### config.mk
export PLATFORM = sky130hd
export DESIGN_NAME = mpr_config_logic
export DESIGN_NICKNAME = d
export VERILOG_FILES = /design/src/mpr_pkg.sv /design/src/mpr_osc_if.sv /design/src/mpr_config_logic.sv /design/src/mpr_phase_osc.sv
export VERILOG_INCLUDE_DIRS = /design/src
export SDC_FILE = /design/constraint.sdc
export NUM_CORES = 1
export LEC_CHECK = 0
export BUFFER_PORTS_ARGS = -buffer_cell sky130_fd_sc_hd__buf_2
export CAP_MARGIN = 10
export CORE_MARGIN = 4
export CORE_UTILIZATION = 55
export CTS_BUF_LIST = sky130_fd_sc_hd__clkbuf_16
export DETAILED_ROUTE_END_ITERATION = 12
export GPL_ROUTABILITY_DRIVEN = 0
export PLACE_DENSITY = 0.9
export SYNTH_ARGS = -nofsm -noshare
export SYNTH_HDL_FRONTEND = slang
export SYNTH_HIERARCHICAL = 1
export SYNTH_SLANG_ARGS = --single-unit
### constraint.sdc
create_clock -name mclk_in -period 3.7 [get_ports mclk_in]
set_clock_uncertainty 0.05 [all_clocks]
set_input_delay 0.37 -clock mclk_in [delete_from_list [all_inputs] [get_ports mclk_in]]
set_output_delay 0.37 -clock mclk_in [all_outputs]
set_load 0.005 [all_outputs]
### src/mpr_defines.svh
// timing counts, thresholds and reset values of the regulator supervisory logic
`ifndef MPR_DEFINES_SVH
`define MPR_DEFINES_SVH

// ----------------------------------------------------------------------
// clock and oscillator
// ----------------------------------------------------------------------
`define MPR_CLK_FREQ_KHZ 250000
`define MPR_OSC_FREQ_KHZ 150
`define MPR_OSC_PERIOD_CYC (`MPR_CLK_FREQ_KHZ / `MPR_OSC_FREQ_KHZ)
`define MPR_PHASES 4

// ----------------------------------------------------------------------
// sequencing counts, in oscillator ticks
// ----------------------------------------------------------------------
`define MPR_DVID_HOLD_TICKS 32
`define MPR_SS_TICKS 64

// ----------------------------------------------------------------------
// protection levels and reference offset in millivolts, reset code
// ----------------------------------------------------------------------
`define MPR_OV_OFFSET_MV 12'h0_096
`define MPR_OV_FIXED_MV 12'h0_708
`define MPR_PREOV_MV 12'h0_708
`define MPR_UV_OFFSET_MV 12'h0_2EE
`define MPR_REF_OFFSET_MV 8'hED
`define MPR_CODE_RESET 8'hFF

`endif

### src/mpr_pkg.sv
// types shared by the regulator supervisory logic
package mpr_pkg;

  // strap level as resolved by the window comparator on the strap pin
  typedef enum logic [1:0] {
    MPR_STRAP_SHORT,
    MPR_STRAP_R170K,
    MPR_STRAP_R270K,
    MPR_STRAP_OPEN
  } mpr_strap_t;

  // processor compatibility mode
  typedef enum logic {
    MPR_MODE_FIRST,
    MPR_MODE_SECOND
  } mpr_mode_t;

  // start-up sequence
  typedef enum logic [1:0] {
    MPR_ST_LOCKOUT,
    MPR_ST_SOFTSTART,
    MPR_ST_RUN,
    MPR_ST_LATCHED
  } mpr_state_t;

  typedef struct packed {
    mpr_state_t st;
    logic captured;
    mpr_mode_t mode;
    logic ls_sense;
    logic ext_table;
    logic [7:0] code;
    logic dvid;
    logic [5:0] dvid_cnt;
    logic [15:0] ss_cnt;
    logic ov;
    logic uv;
    logic cc;
    logic warn;
    logic alarm;
    logic pg_rel;
    logic ls_en;
    logic [11:0] ovp_mv;
  } mpr_cfg_state_t;

endpackage

### src/mpr_osc_if.sv
// carrier between the sequencer and the phase oscillator
`timescale 1ns/1ps
interface mpr_osc_if;
  logic run;
  logic [3:0] tick;
  modport osc (input run, output tick);
  modport ctl (output run, input tick);
endinterface

### src/mpr_config_logic.sv
// configuration and supervisory logic of a four-phase step-down controller
//
// Operation
// - strap picks mode and current sense method
// - first mode: table strap picks voltage table
// - first mode: eight code bits set target
// - second mode: code bits 5..0 only
// - second mode: bit7 flags change, 32 ticks
// - first mode: done output after soft-start
// - second mode: power-good needs output in limits
// - overvoltage level per mode or programmed
// - overvoltage latches, low-sides on, fault high
// - preliminary overvoltage active during supply lockout
// - overcurrent gives constant current until undervoltage
// - first mode applies -19mV reference offset
// - code selects divider tap as reference
// - four phases at 150kHz, equally spaced
// - low-side drivers off during soft-start
// - thermal warning and alarm outputs
`timescale 1ns/1ps
`include "mpr_defines.svh"
module mpr_config_logic #(
  parameter int SS_TICKS = `MPR_SS_TICKS,
  parameter int DVID_TICKS = `MPR_DVID_HOLD_TICKS,
  parameter int OSC_PERIOD_CYC = `MPR_OSC_PERIOD_CYC
) (
  input wire logic mclk_in,
  input wire logic arst_n_in,
  input wire mpr_pkg::mpr_strap_t cfg_strap_in,
  input wire logic table_select_strap_in,
  input wire logic [7:0] voltage_code_pins_in,
  output logic code_transition_flag_out,
  output logic code_transition_flag_oe_out,
  input wire logic enable_in,
  input wire logic supply_ok_in,
  input wire logic [11:0] vout_mv_in,
  input wire logic [11:0] setpoint_mv_in,
  input wire logic ovp_prog_en_in,
  input wire logic [11:0] ovp_prog_mv_in,
  input wire logic [3:0] phase_oc_in,
  input wire logic therm_warn_cmp_in,
  input wire logic therm_alarm_cmp_in,
  output logic startup_done_output_out,
  output logic startup_done_output_oe_out,
  output logic fault_out,
  output logic ls_force_on_out,
  output logic ls_enable_out,
  output logic constant_current_out,
  output logic uv_latched_out,
  output logic second_mode_out,
  output logic ls_sense_out,
  output logic ext_table_out,
  output logic [7:0] tap_select_out,
  output logic signed [7:0] ref_offset_mv_out,
  output logic [11:0] ovp_threshold_mv_out,
  output logic [3:0] phase_tick_out,
  output logic warning_out,
  output logic alarm_out
);
  import mpr_pkg::*;

  // ----------------------------------------------------------------------
  // functions
  // ----------------------------------------------------------------------

  // code as seen in each mode; second mode ignores bits 7 and 6
  function automatic logic [7:0] eff_code(input mpr_mode_t m, input logic [7:0] pins);
    eff_code = (m == MPR_MODE_SECOND) ? {2'b00, pins[5:0]} : pins;
  endfunction

  // overvoltage level: programmed, code plus offset, or fixed
  function automatic logic [11:0] ov_level(input mpr_mode_t m, input logic prog_en,
                                           input logic [11:0] prog_mv,
                                           input logic [11:0] sp_mv);
    if (prog_en) begin
      ov_level = prog_mv;
    end else if (m == MPR_MODE_FIRST) begin
      ov_level = 12'(sp_mv + `MPR_OV_OFFSET_MV); // sum wraps above 4095 mV, out of range
    end else begin
      ov_level = `MPR_OV_FIXED_MV;
    end
  endfunction

  // ----------------------------------------------------------------------
  // oscillator
  // ----------------------------------------------------------------------
  mpr_osc_if osc_bus ();

  mpr_phase_osc #(
    .PERIOD_CYC(OSC_PERIOD_CYC)
  ) u_osc (
    .mclk_in(mclk_in),
    .arst_n_in(arst_n_in),
    .osc(osc_bus.osc)
  );

  mpr_cfg_state_t s_q;
  mpr_cfg_state_t s_d;
  logic tick;
  logic ov_cmp;
  logic preov_cmp;
  logic uv_cmp;
  logic [7:0] code_now;
  logic [11:0] ov_thr;

  // phase 0 tick paces soft-start and flag hold counts
  assign tick = osc_bus.tick[0];
  assign osc_bus.run = (s_q.st == MPR_ST_SOFTSTART) || (s_q.st == MPR_ST_RUN);

  // ----------------------------------------------------------------------
  // comparators
  // ----------------------------------------------------------------------

  // live code and threshold comparisons
  assign code_now = eff_code(s_q.mode, voltage_code_pins_in);
  assign ov_thr = ov_level(s_q.mode, ovp_prog_en_in, ovp_prog_mv_in, setpoint_mv_in);
  assign ov_cmp = vout_mv_in > ov_thr;
  assign preov_cmp = vout_mv_in > `MPR_PREOV_MV;
  assign uv_cmp = (13'(vout_mv_in) + 13'(`MPR_UV_OFFSET_MV)) < 13'(setpoint_mv_in);

  // ----------------------------------------------------------------------
  // next state
  // ----------------------------------------------------------------------
  always_comb begin
    s_d = s_q;

    // straps caught once, then frozen until reset
    if (!s_q.captured) begin
      s_d.captured = 1'b1;
      s_d.mode = (cfg_strap_in == MPR_STRAP_SHORT || cfg_strap_in == MPR_STRAP_R170K) ?
                 MPR_MODE_FIRST : MPR_MODE_SECOND;
      s_d.ls_sense = (cfg_strap_in == MPR_STRAP_R170K) || (cfg_strap_in == MPR_STRAP_OPEN);
      s_d.ext_table = (cfg_strap_in == MPR_STRAP_SHORT || cfg_strap_in == MPR_STRAP_R170K) &&
                      !table_select_strap_in;
    end

    // threshold register follows mode, code and programming
    s_d.ovp_mv = ov_thr;

    // sequencer
    case (s_q.st)
      MPR_ST_LOCKOUT: begin
        s_d.ss_cnt = 16'h0_000;
        if (!supply_ok_in && preov_cmp) begin
          s_d.ov = 1'b1;
          s_d.st = MPR_ST_LATCHED;
        end else if (s_q.captured && supply_ok_in && enable_in) begin
          s_d.st = MPR_ST_SOFTSTART;
        end
      end
      MPR_ST_SOFTSTART: begin
        if (ov_cmp) begin
          s_d.ov = 1'b1;
          s_d.st = MPR_ST_LATCHED;
        end else if (!supply_ok_in || !enable_in) begin
          s_d.st = MPR_ST_LOCKOUT;
        end else if (tick) begin
          if (s_q.ss_cnt == 16'(SS_TICKS - 1)) begin
            s_d.st = MPR_ST_RUN;
          end else begin
            s_d.ss_cnt = s_q.ss_cnt + 16'h0_001;
          end
        end
      end
      MPR_ST_RUN: begin
        if (ov_cmp) begin
          s_d.ov = 1'b1;
          s_d.st = MPR_ST_LATCHED;
        end else if (uv_cmp) begin
          s_d.uv = 1'b1;
          s_d.st = MPR_ST_LATCHED;
        end else if (!supply_ok_in || !enable_in) begin
          s_d.st = MPR_ST_LOCKOUT;
        end
      end
      MPR_ST_LATCHED: begin
        s_d.st = MPR_ST_LATCHED;
      end
      default: begin
        s_d.st = MPR_ST_LOCKOUT;
      end
    endcase

    // dynamic code change tracking, flag held after last change
    if (s_q.st == MPR_ST_RUN && code_now != s_q.code) begin
      s_d.dvid = 1'b1;
      s_d.dvid_cnt = 6'h00;
    end else if (s_q.dvid && tick) begin
      if (s_q.dvid_cnt == 6'(DVID_TICKS - 1)) begin
        s_d.dvid = 1'b0;
      end else begin
        s_d.dvid_cnt = s_q.dvid_cnt + 6'h01;
      end
    end
    s_d.code = code_now;

    // constant current while any phase over its limit
    // follows the next state so a latch in this cycle drops constant current
    s_d.cc = (s_d.st == MPR_ST_RUN) && (|phase_oc_in);

    // low-side drivers off until soft-start is over
    s_d.ls_en = (s_d.st == MPR_ST_RUN) || s_d.ov;

    // release of done / power-good output
    s_d.pg_rel = (s_q.st == MPR_ST_RUN) && !s_d.ov && !s_d.uv &&
                 ((s_q.mode == MPR_MODE_FIRST) || (!ov_cmp && !uv_cmp));

    // thermal comparators
    s_d.warn = therm_warn_cmp_in;
    s_d.alarm = therm_alarm_cmp_in;
  end

  // ----------------------------------------------------------------------
  // state register
  // ----------------------------------------------------------------------
  always_ff @(posedge mclk_in or negedge arst_n_in) begin
    if (!arst_n_in) begin
      s_q <= '{st: MPR_ST_LOCKOUT, captured: 1'b0, mode: MPR_MODE_FIRST, ls_sense: 1'b0,
               ext_table: 1'b0, code: `MPR_CODE_RESET, dvid: 1'b0, dvid_cnt: 6'h00,
               ss_cnt: 16'h0_000, ov: 1'b0, uv: 1'b0, cc: 1'b0, warn: 1'b0,
               alarm: 1'b0, pg_rel: 1'b0, ls_en: 1'b0, ovp_mv: 12'h0_000};
    end else begin
      s_q <= s_d;
    end
  end

  // ----------------------------------------------------------------------
  // outputs
  // ----------------------------------------------------------------------

  // bit 7 is only driven as a flag in the second mode
  assign code_transition_flag_out = 1'b1;
  assign code_transition_flag_oe_out = (s_q.mode == MPR_MODE_SECOND) && s_q.dvid;

  // open-drain done output, pulled low until released
  assign startup_done_output_out = 1'b0;
  assign startup_done_output_oe_out = !s_q.pg_rel;

  // protection and configuration status
  assign fault_out = s_q.ov;
  assign ls_force_on_out = s_q.ov;
  assign ls_enable_out = s_q.ls_en;
  assign constant_current_out = s_q.cc;
  assign uv_latched_out = s_q.uv;
  assign second_mode_out = (s_q.mode == MPR_MODE_SECOND);
  assign ls_sense_out = s_q.ls_sense;
  assign ext_table_out = s_q.ext_table;
  assign tap_select_out = s_q.code;
  assign ref_offset_mv_out = (s_q.mode == MPR_MODE_FIRST) ? `MPR_REF_OFFSET_MV : 8'h00;
  assign ovp_threshold_mv_out = s_q.ovp_mv;
  assign phase_tick_out = osc_bus.tick;
  assign warning_out = s_q.warn;
  assign alarm_out = s_q.alarm;
endmodule

### src/mpr_phase_osc.sv
// four-phase oscillator producing equally spaced one-cycle switching ticks
`timescale 1ns/1ps
`include "mpr_defines.svh"
module mpr_phase_osc #(
  parameter int PERIOD_CYC = `MPR_OSC_PERIOD_CYC
) (
  input wire logic mclk_in,
  input wire logic arst_n_in,
  mpr_osc_if.osc osc
);
  import mpr_pkg::*;

  localparam int CW = $clog2(PERIOD_CYC);

  logic [CW-1:0] cnt_q;
  logic [3:0] tick_q;

  // free-running period counter, ticks spaced a quarter period apart
  always_ff @(posedge mclk_in or negedge arst_n_in) begin
    if (!arst_n_in) begin
      cnt_q <= '0;
      tick_q <= 4'h0;
    end else begin
      if (cnt_q == CW'(PERIOD_CYC - 1)) begin
        cnt_q <= '0;
      end else begin
        cnt_q <= cnt_q + 1'b1;
      end
      for (int i = 0; i < `MPR_PHASES; i++) begin
        tick_q[i] <= osc.run && (cnt_q == CW'((PERIOD_CYC * i) / `MPR_PHASES));
      end
    end
  end

  assign osc.tick = tick_q;
endmodule

# After elaboration in Yosys (flattened, before gate mapping)
# Index checks and enable logic that the tools add are counted.
# totals
register_bits	71
in_bits	58
out_inout_bits	46
wordCells	118
# op_classes
n_addsub	5
order_cmp	3
eq_ne	18
mux	31
n_bitwise	1
reduce_logical	41
# op_table
operator	n
$mux W16	4
$pmux W16 S2	1
$mux W12	2
$eq A11 B11 Y1 const B	2
$mux W2	9
$add A16 B1 Y16 const B	1
$eq A16 B6 Y1 const B	1
$logic_and A1 B1 Y1	16
$mux W8	2
$mux W7	2
$add A12 B10 Y13 const B	1
$lt A13 B12 Y1	1
$add A12 B8 Y12 const B	1
$gt A12 B11 Y1 const B	1
$gt A12 B12 Y1	1
$add A11 B1 Y11 const B	1
$eq A11 B10 Y1 const B	1
$eq A11 B9 Y1 const B	1
$logic_not A11 Y1	1
$mux W11	1
$eq A2 B2 Y1 const B	4
$logic_not A1 Y1	8
$ne A2 B2 Y1 const B	4
$ne A8 B8 Y1	1
16 further kinds	32

# Depth between registers and ports, before layout
# depth
depth_word	10
ltp_mapped	17
mapped_depth_nobuf	16

# Modules after synthesis
# Netlist, hierarchy kept.
# by_module_without_submodules
module	n_inst	cells_each	area_per_inst_um2	seq_area_each_um2
mpr_config_logic	1	403	3713.6	1411.4
mpr_phase_osc	1	69	752.0	375.4

# Least setup slack after synthesis
# Ideal clock, no wire load.
# synth_timing
kind	input -> register
startpoint	input vout_mv_in[1]
endpoint	register s_q, in the netlist constant_current_out
setup_ns	0.080
arrival_time_ns	3.026
required_time_ns	3.570
slack_ns	0.544
stages	15
n_path_buf	0
cell_sequence	inv_1 > ha_1 > inv_1 > o21ai_0 > a21oi_1 > o21ai_0 > xnor2_1 > ha_1 > nand3_1 > nor2_1 > or4_1 > a311oi_2 > o31ai_1 > a21o_1 > nor3_2
# synth_lines
item	line	rtl
start, declared	mpr_config_logic.sv:36	input wire logic [11:0] vout_mv_in,
end signal, assigned	mpr_config_logic.sv:218	s_q <= '{st: MPR_ST_LOCKOUT, captured: 1'b0, mode: MPR_MODE_FIRST, ls_sense: 1'b0,
end, declared	mpr_config_logic.sv:97	mpr_cfg_state_t s_q;

==> run summary <==
- **result of the run** finished clean
- **number of nets with antenna violations after detailed routing** 0
- **DRT met1 WL** 4.25 mm
- **startpoint of the worst-slack reg-to-reg timing path** second_mode_out
- **commonest cells in the synthesized netlist** dfrtp_1 (63), inv_1 (41), nor2_1 (41)
- **total count of hold-check failures in the final report** 0
- **initial core utilization** 0.572
- **TritonCTS clock tree** yes
- **via count of the first global-routing pass** 3,771
- **Max-cap violations** 0
- **PD cells** 439 mW/mm^2
- **crit path from** setpoint_mv_in[1]
- **largest cells by area after synthesis** dfrtp_1 (35%), ha_1 (9.5%), xnor2_1 (6.9%)
- **Leak Pwr** 2.49 nW
- **total CTS buffers** 9
- **Area Growth Syn to Fin** 15.8%
- **path class of the lowest-slack min-delay path** in2async
- **share of final-layout standard cells stronger than drive strength 1** 0.256
- **critical path's top delay family** simple AND/OR/NAND/NOR gates
- **DR WL met2** 4.91 mm
- **slew at the pin closest to its max-slew limit** 1.06 ns
- **highest-delay cell along the critical path** a2111oi_0
- **number of buffers and inverters on the critical path** 3
- **final max-slew violation count** 0
- **cts hold-fix bufs** 0
- **arrival time at the worst endpoint** 3.51 ns
- **area occupied by multi-input gates** 0.00228 mm^2
- **tightest slew margin relative to the limit** 0.292
- **Root Buffer Master** clkbuf_16
- **Row Count** 32
- **critical setup path kind** in2reg
- **setup repair after global routing missed its margin** false
- **FFs w/ async S/R, synth** 1.00
- **final critical-path required period** 3.32 ns
- **hpwl dp** 8.06 mm
- **Clock H-tree levels** 3
- **Peak VDD IR** 0.258 mV
- **Congestion Overflow GR** 0
- **post-route clock period utilization** 0.897
- **via total after detailed routing** 3,705
- **aggregate global-route resource usage** 0.223
- **clock tree buffer depth** 2
- **worst hold slack** 0.0911 ns
- **number of instances resized during post-cts repair** 0
- **setup fix buffers added after clock tree synthesis** 0
- **Starting DRT DRC Count** 197
- **fraction of synthesized cell area taken by the top area cell type** 0.353
- **Core ar.** 0.00781 mm^2
- **Residual DRC** 0
- **number of buffers inserted by port buffering** 99
- **Post-layout nets** 645
- **Antenna Cells** 0
- **Yosys reg bits** 71
- **WL final** 10.2 mm
- **later-pin clock latency in the skew report** 0.33 ns
- **element type at the critical path start** input pin
- **Setup Total Neg Slack** 0 ns
- **total power draw** 2.27 mW
- **Via density** 5.61
- **highest metal layer with signal wires** met4
- **share of the core filled with cells** 0.663
- **biggest fanout along the worst timing path** 21
- **number of antenna violations at the first check in global routing** 0
- **clock sink total** 71
- **synthesized area** 0.00447 mm^2
- **Slowest Stage Delay on Critical Path** 0.51 ns
- **number of enable-type register cells in the synthesized netlist** 0
- **warning count from the yosys run** 6
- **register clock-pin slew on the reported worst setup and hold paths** 0.05 ns
- **Yosys cell types** 60
- **Fmax achieved** 301 MHz
- **wire length per cell after detailed routing** 15.4 um
- **die footprint** 0.00962 mm^2
- **register cell area after layout** 0.00179 mm^2
- **cell type with the largest total area after synthesis** dfrtp_1
- **count of TritonRoute iterations in the first routing pass** 5
- **required time reported for the critical path endpoint** 3.90 ns
- **global-route wire length before repair** 17.5 mm
- **maximum number of pins on one net before global-route repair** 39
- **number of failing setup endpoints in the final timing report** 0
- **Post-Syn Instances** 472
- **Top Ports** 104
- **Chip Width** 98.1 um
- **sequential element share of the synthesized area** 0.400
- **critical path, cell by cell** buf_2 -> inv_1 -> ha_1 -> o21ai_0 -> nand3_1 -> nand2_1 -> nand4_1 -> xnor2_1 -> o21a_1 -> ha_1 -> nand4_1 -> nor2_1 -> and3_1 -> a31oi_1 -> buf_4 -> a2111oi_0 -> nor3_2 -> nor3_2
- **Critical Path End Type** flop
- **most frequently used cell type in the post-synthesis netlist** dfrtp_1
- **Primary FF master, synth** dfrtp_1
- **average size of a mapped cell** 9.46 um^2
- **met3 routed wirelength** 657 um
- **Fill cells** 627
- **die extent in y** 98.1 um
==> worst register-to-register path: stages, from the launching register on <==
cell	delay, ns
dfrtp_1	0.38
inv_1	0.24
nand2_1	0.29
nor2_1	0.19
a21oi_1	0.08
ha_1	0.29
and3_1	0.22
nor2b_1	0.15
o21ai_0	0.17
a31oi_1	0.11
buf_4	0.21
a2111oi_0	0.51
nor3_2	0.12
nor3_2	0.17
==> where the power goes <==
group          internal (mW)  switching, mW  total (mW)
clock                  0.516          0.307       0.823
sequential             0.835         0.0407       0.876
combinational          0.236          0.338       0.574
total                   1.59          0.686        2.27
==> flip-flops by register name, indices dropped and copies added, names as in the netlist, 4 cells and up <==
name	flops
tap_select_out	8
s_q	27
ovp_threshold_mv_out	12
u_osc/cnt_q	11
u_osc/osc.tick	4
==> final timing paths <==
kind / end / slack (ns) / cells past startpoint
hold / removal: s_q[39] / 0.09 / 1
max in group asynchronous: ovp_threshold_mv_out[2] / 2.58 / 2
min in group mclk_in: warning_out / 0.10 / 1
setup reg to reg: constant_current_out / 0.44 / 13
setup / recovery: constant_current_out / 0.38 / 18
hold reg to reg: ext_table_out / 0.44 / 2
==> kinds of logic (layout without fill, tap and decap cells) <==
| family | after synthesis | in the layout | share of synthesized area |
|---|---|---|---|
| other | 2 | 5 | 0.00168 |
| xor gates and xnor gates | 48 | 48 | 0.0941 |
| DFF | 71 | 71 | 0.400 |
| adders and majority gates | 34 | 34 | 0.0953 |
| muxes | 4 | 4 | 0.00953 |
| and+or+nand+nor | 166 | 166 | 0.205 |
| buffers and inverters | 78 | 161 | 0.0916 |
| AOI/OAI and AO/OA | 69 | 69 | 0.103 |
==> final cells by class <==
cell class | count | area share
inverter | 41 | 0.0298
timing repair buffer | 104 | 0.103
sequential | 71 | 0.345
multi-input combinational | 326 | 0.441
tap | 102 | 0.0247
clock inverter | 7 | 0.0126
clock buffer | 9 | 0.0435
==> per-stage QoR <==
step                      instances  worst slack [ns]  instance area (um^2)
after global routing            660            0.0450                  5170
final                           660             0.381                  5170
after CTS                       660             0.396                  5170
after detailed placement        644            0.0749                  4880
after global placement          644             0.165                  4880
after floorplan                 475             0.544                  4480
==> metal layers <==
metal,GRT usage,up-vias
li1,-,1768
met1,0.282,1735
met2,0.366,162
met3,0.0436,40
met4,0.109,0
met5,0,-
==> layout by cell type, fill, tap and decap left out, drive strengths merged, types with 2 or more instances in the layout <==
cell type	n
o21ai	15
nor4bb	2
a22oi	3
a21oi	17
buf	104
xor2	13
a21o	5
nor4	15
xnor2	35
and3	8
dfstp	8
nand2b	4
nand3	21
nor3	10
o21bai	3
o21a	3
clkinv	5
or4	4
or3	2
nor2	41
o31ai	5
dfrtp	63
conb	5
nor2b	7
inv	42
nand2	33
ha	34
a311oi	2
mux2	2
clkbuf	9
o31a	2
nand4	9
nor3b	3
o211ai	2
mux2i	2
a31oi	2
o22ai	3
Power figures use the tool's default switching activity.
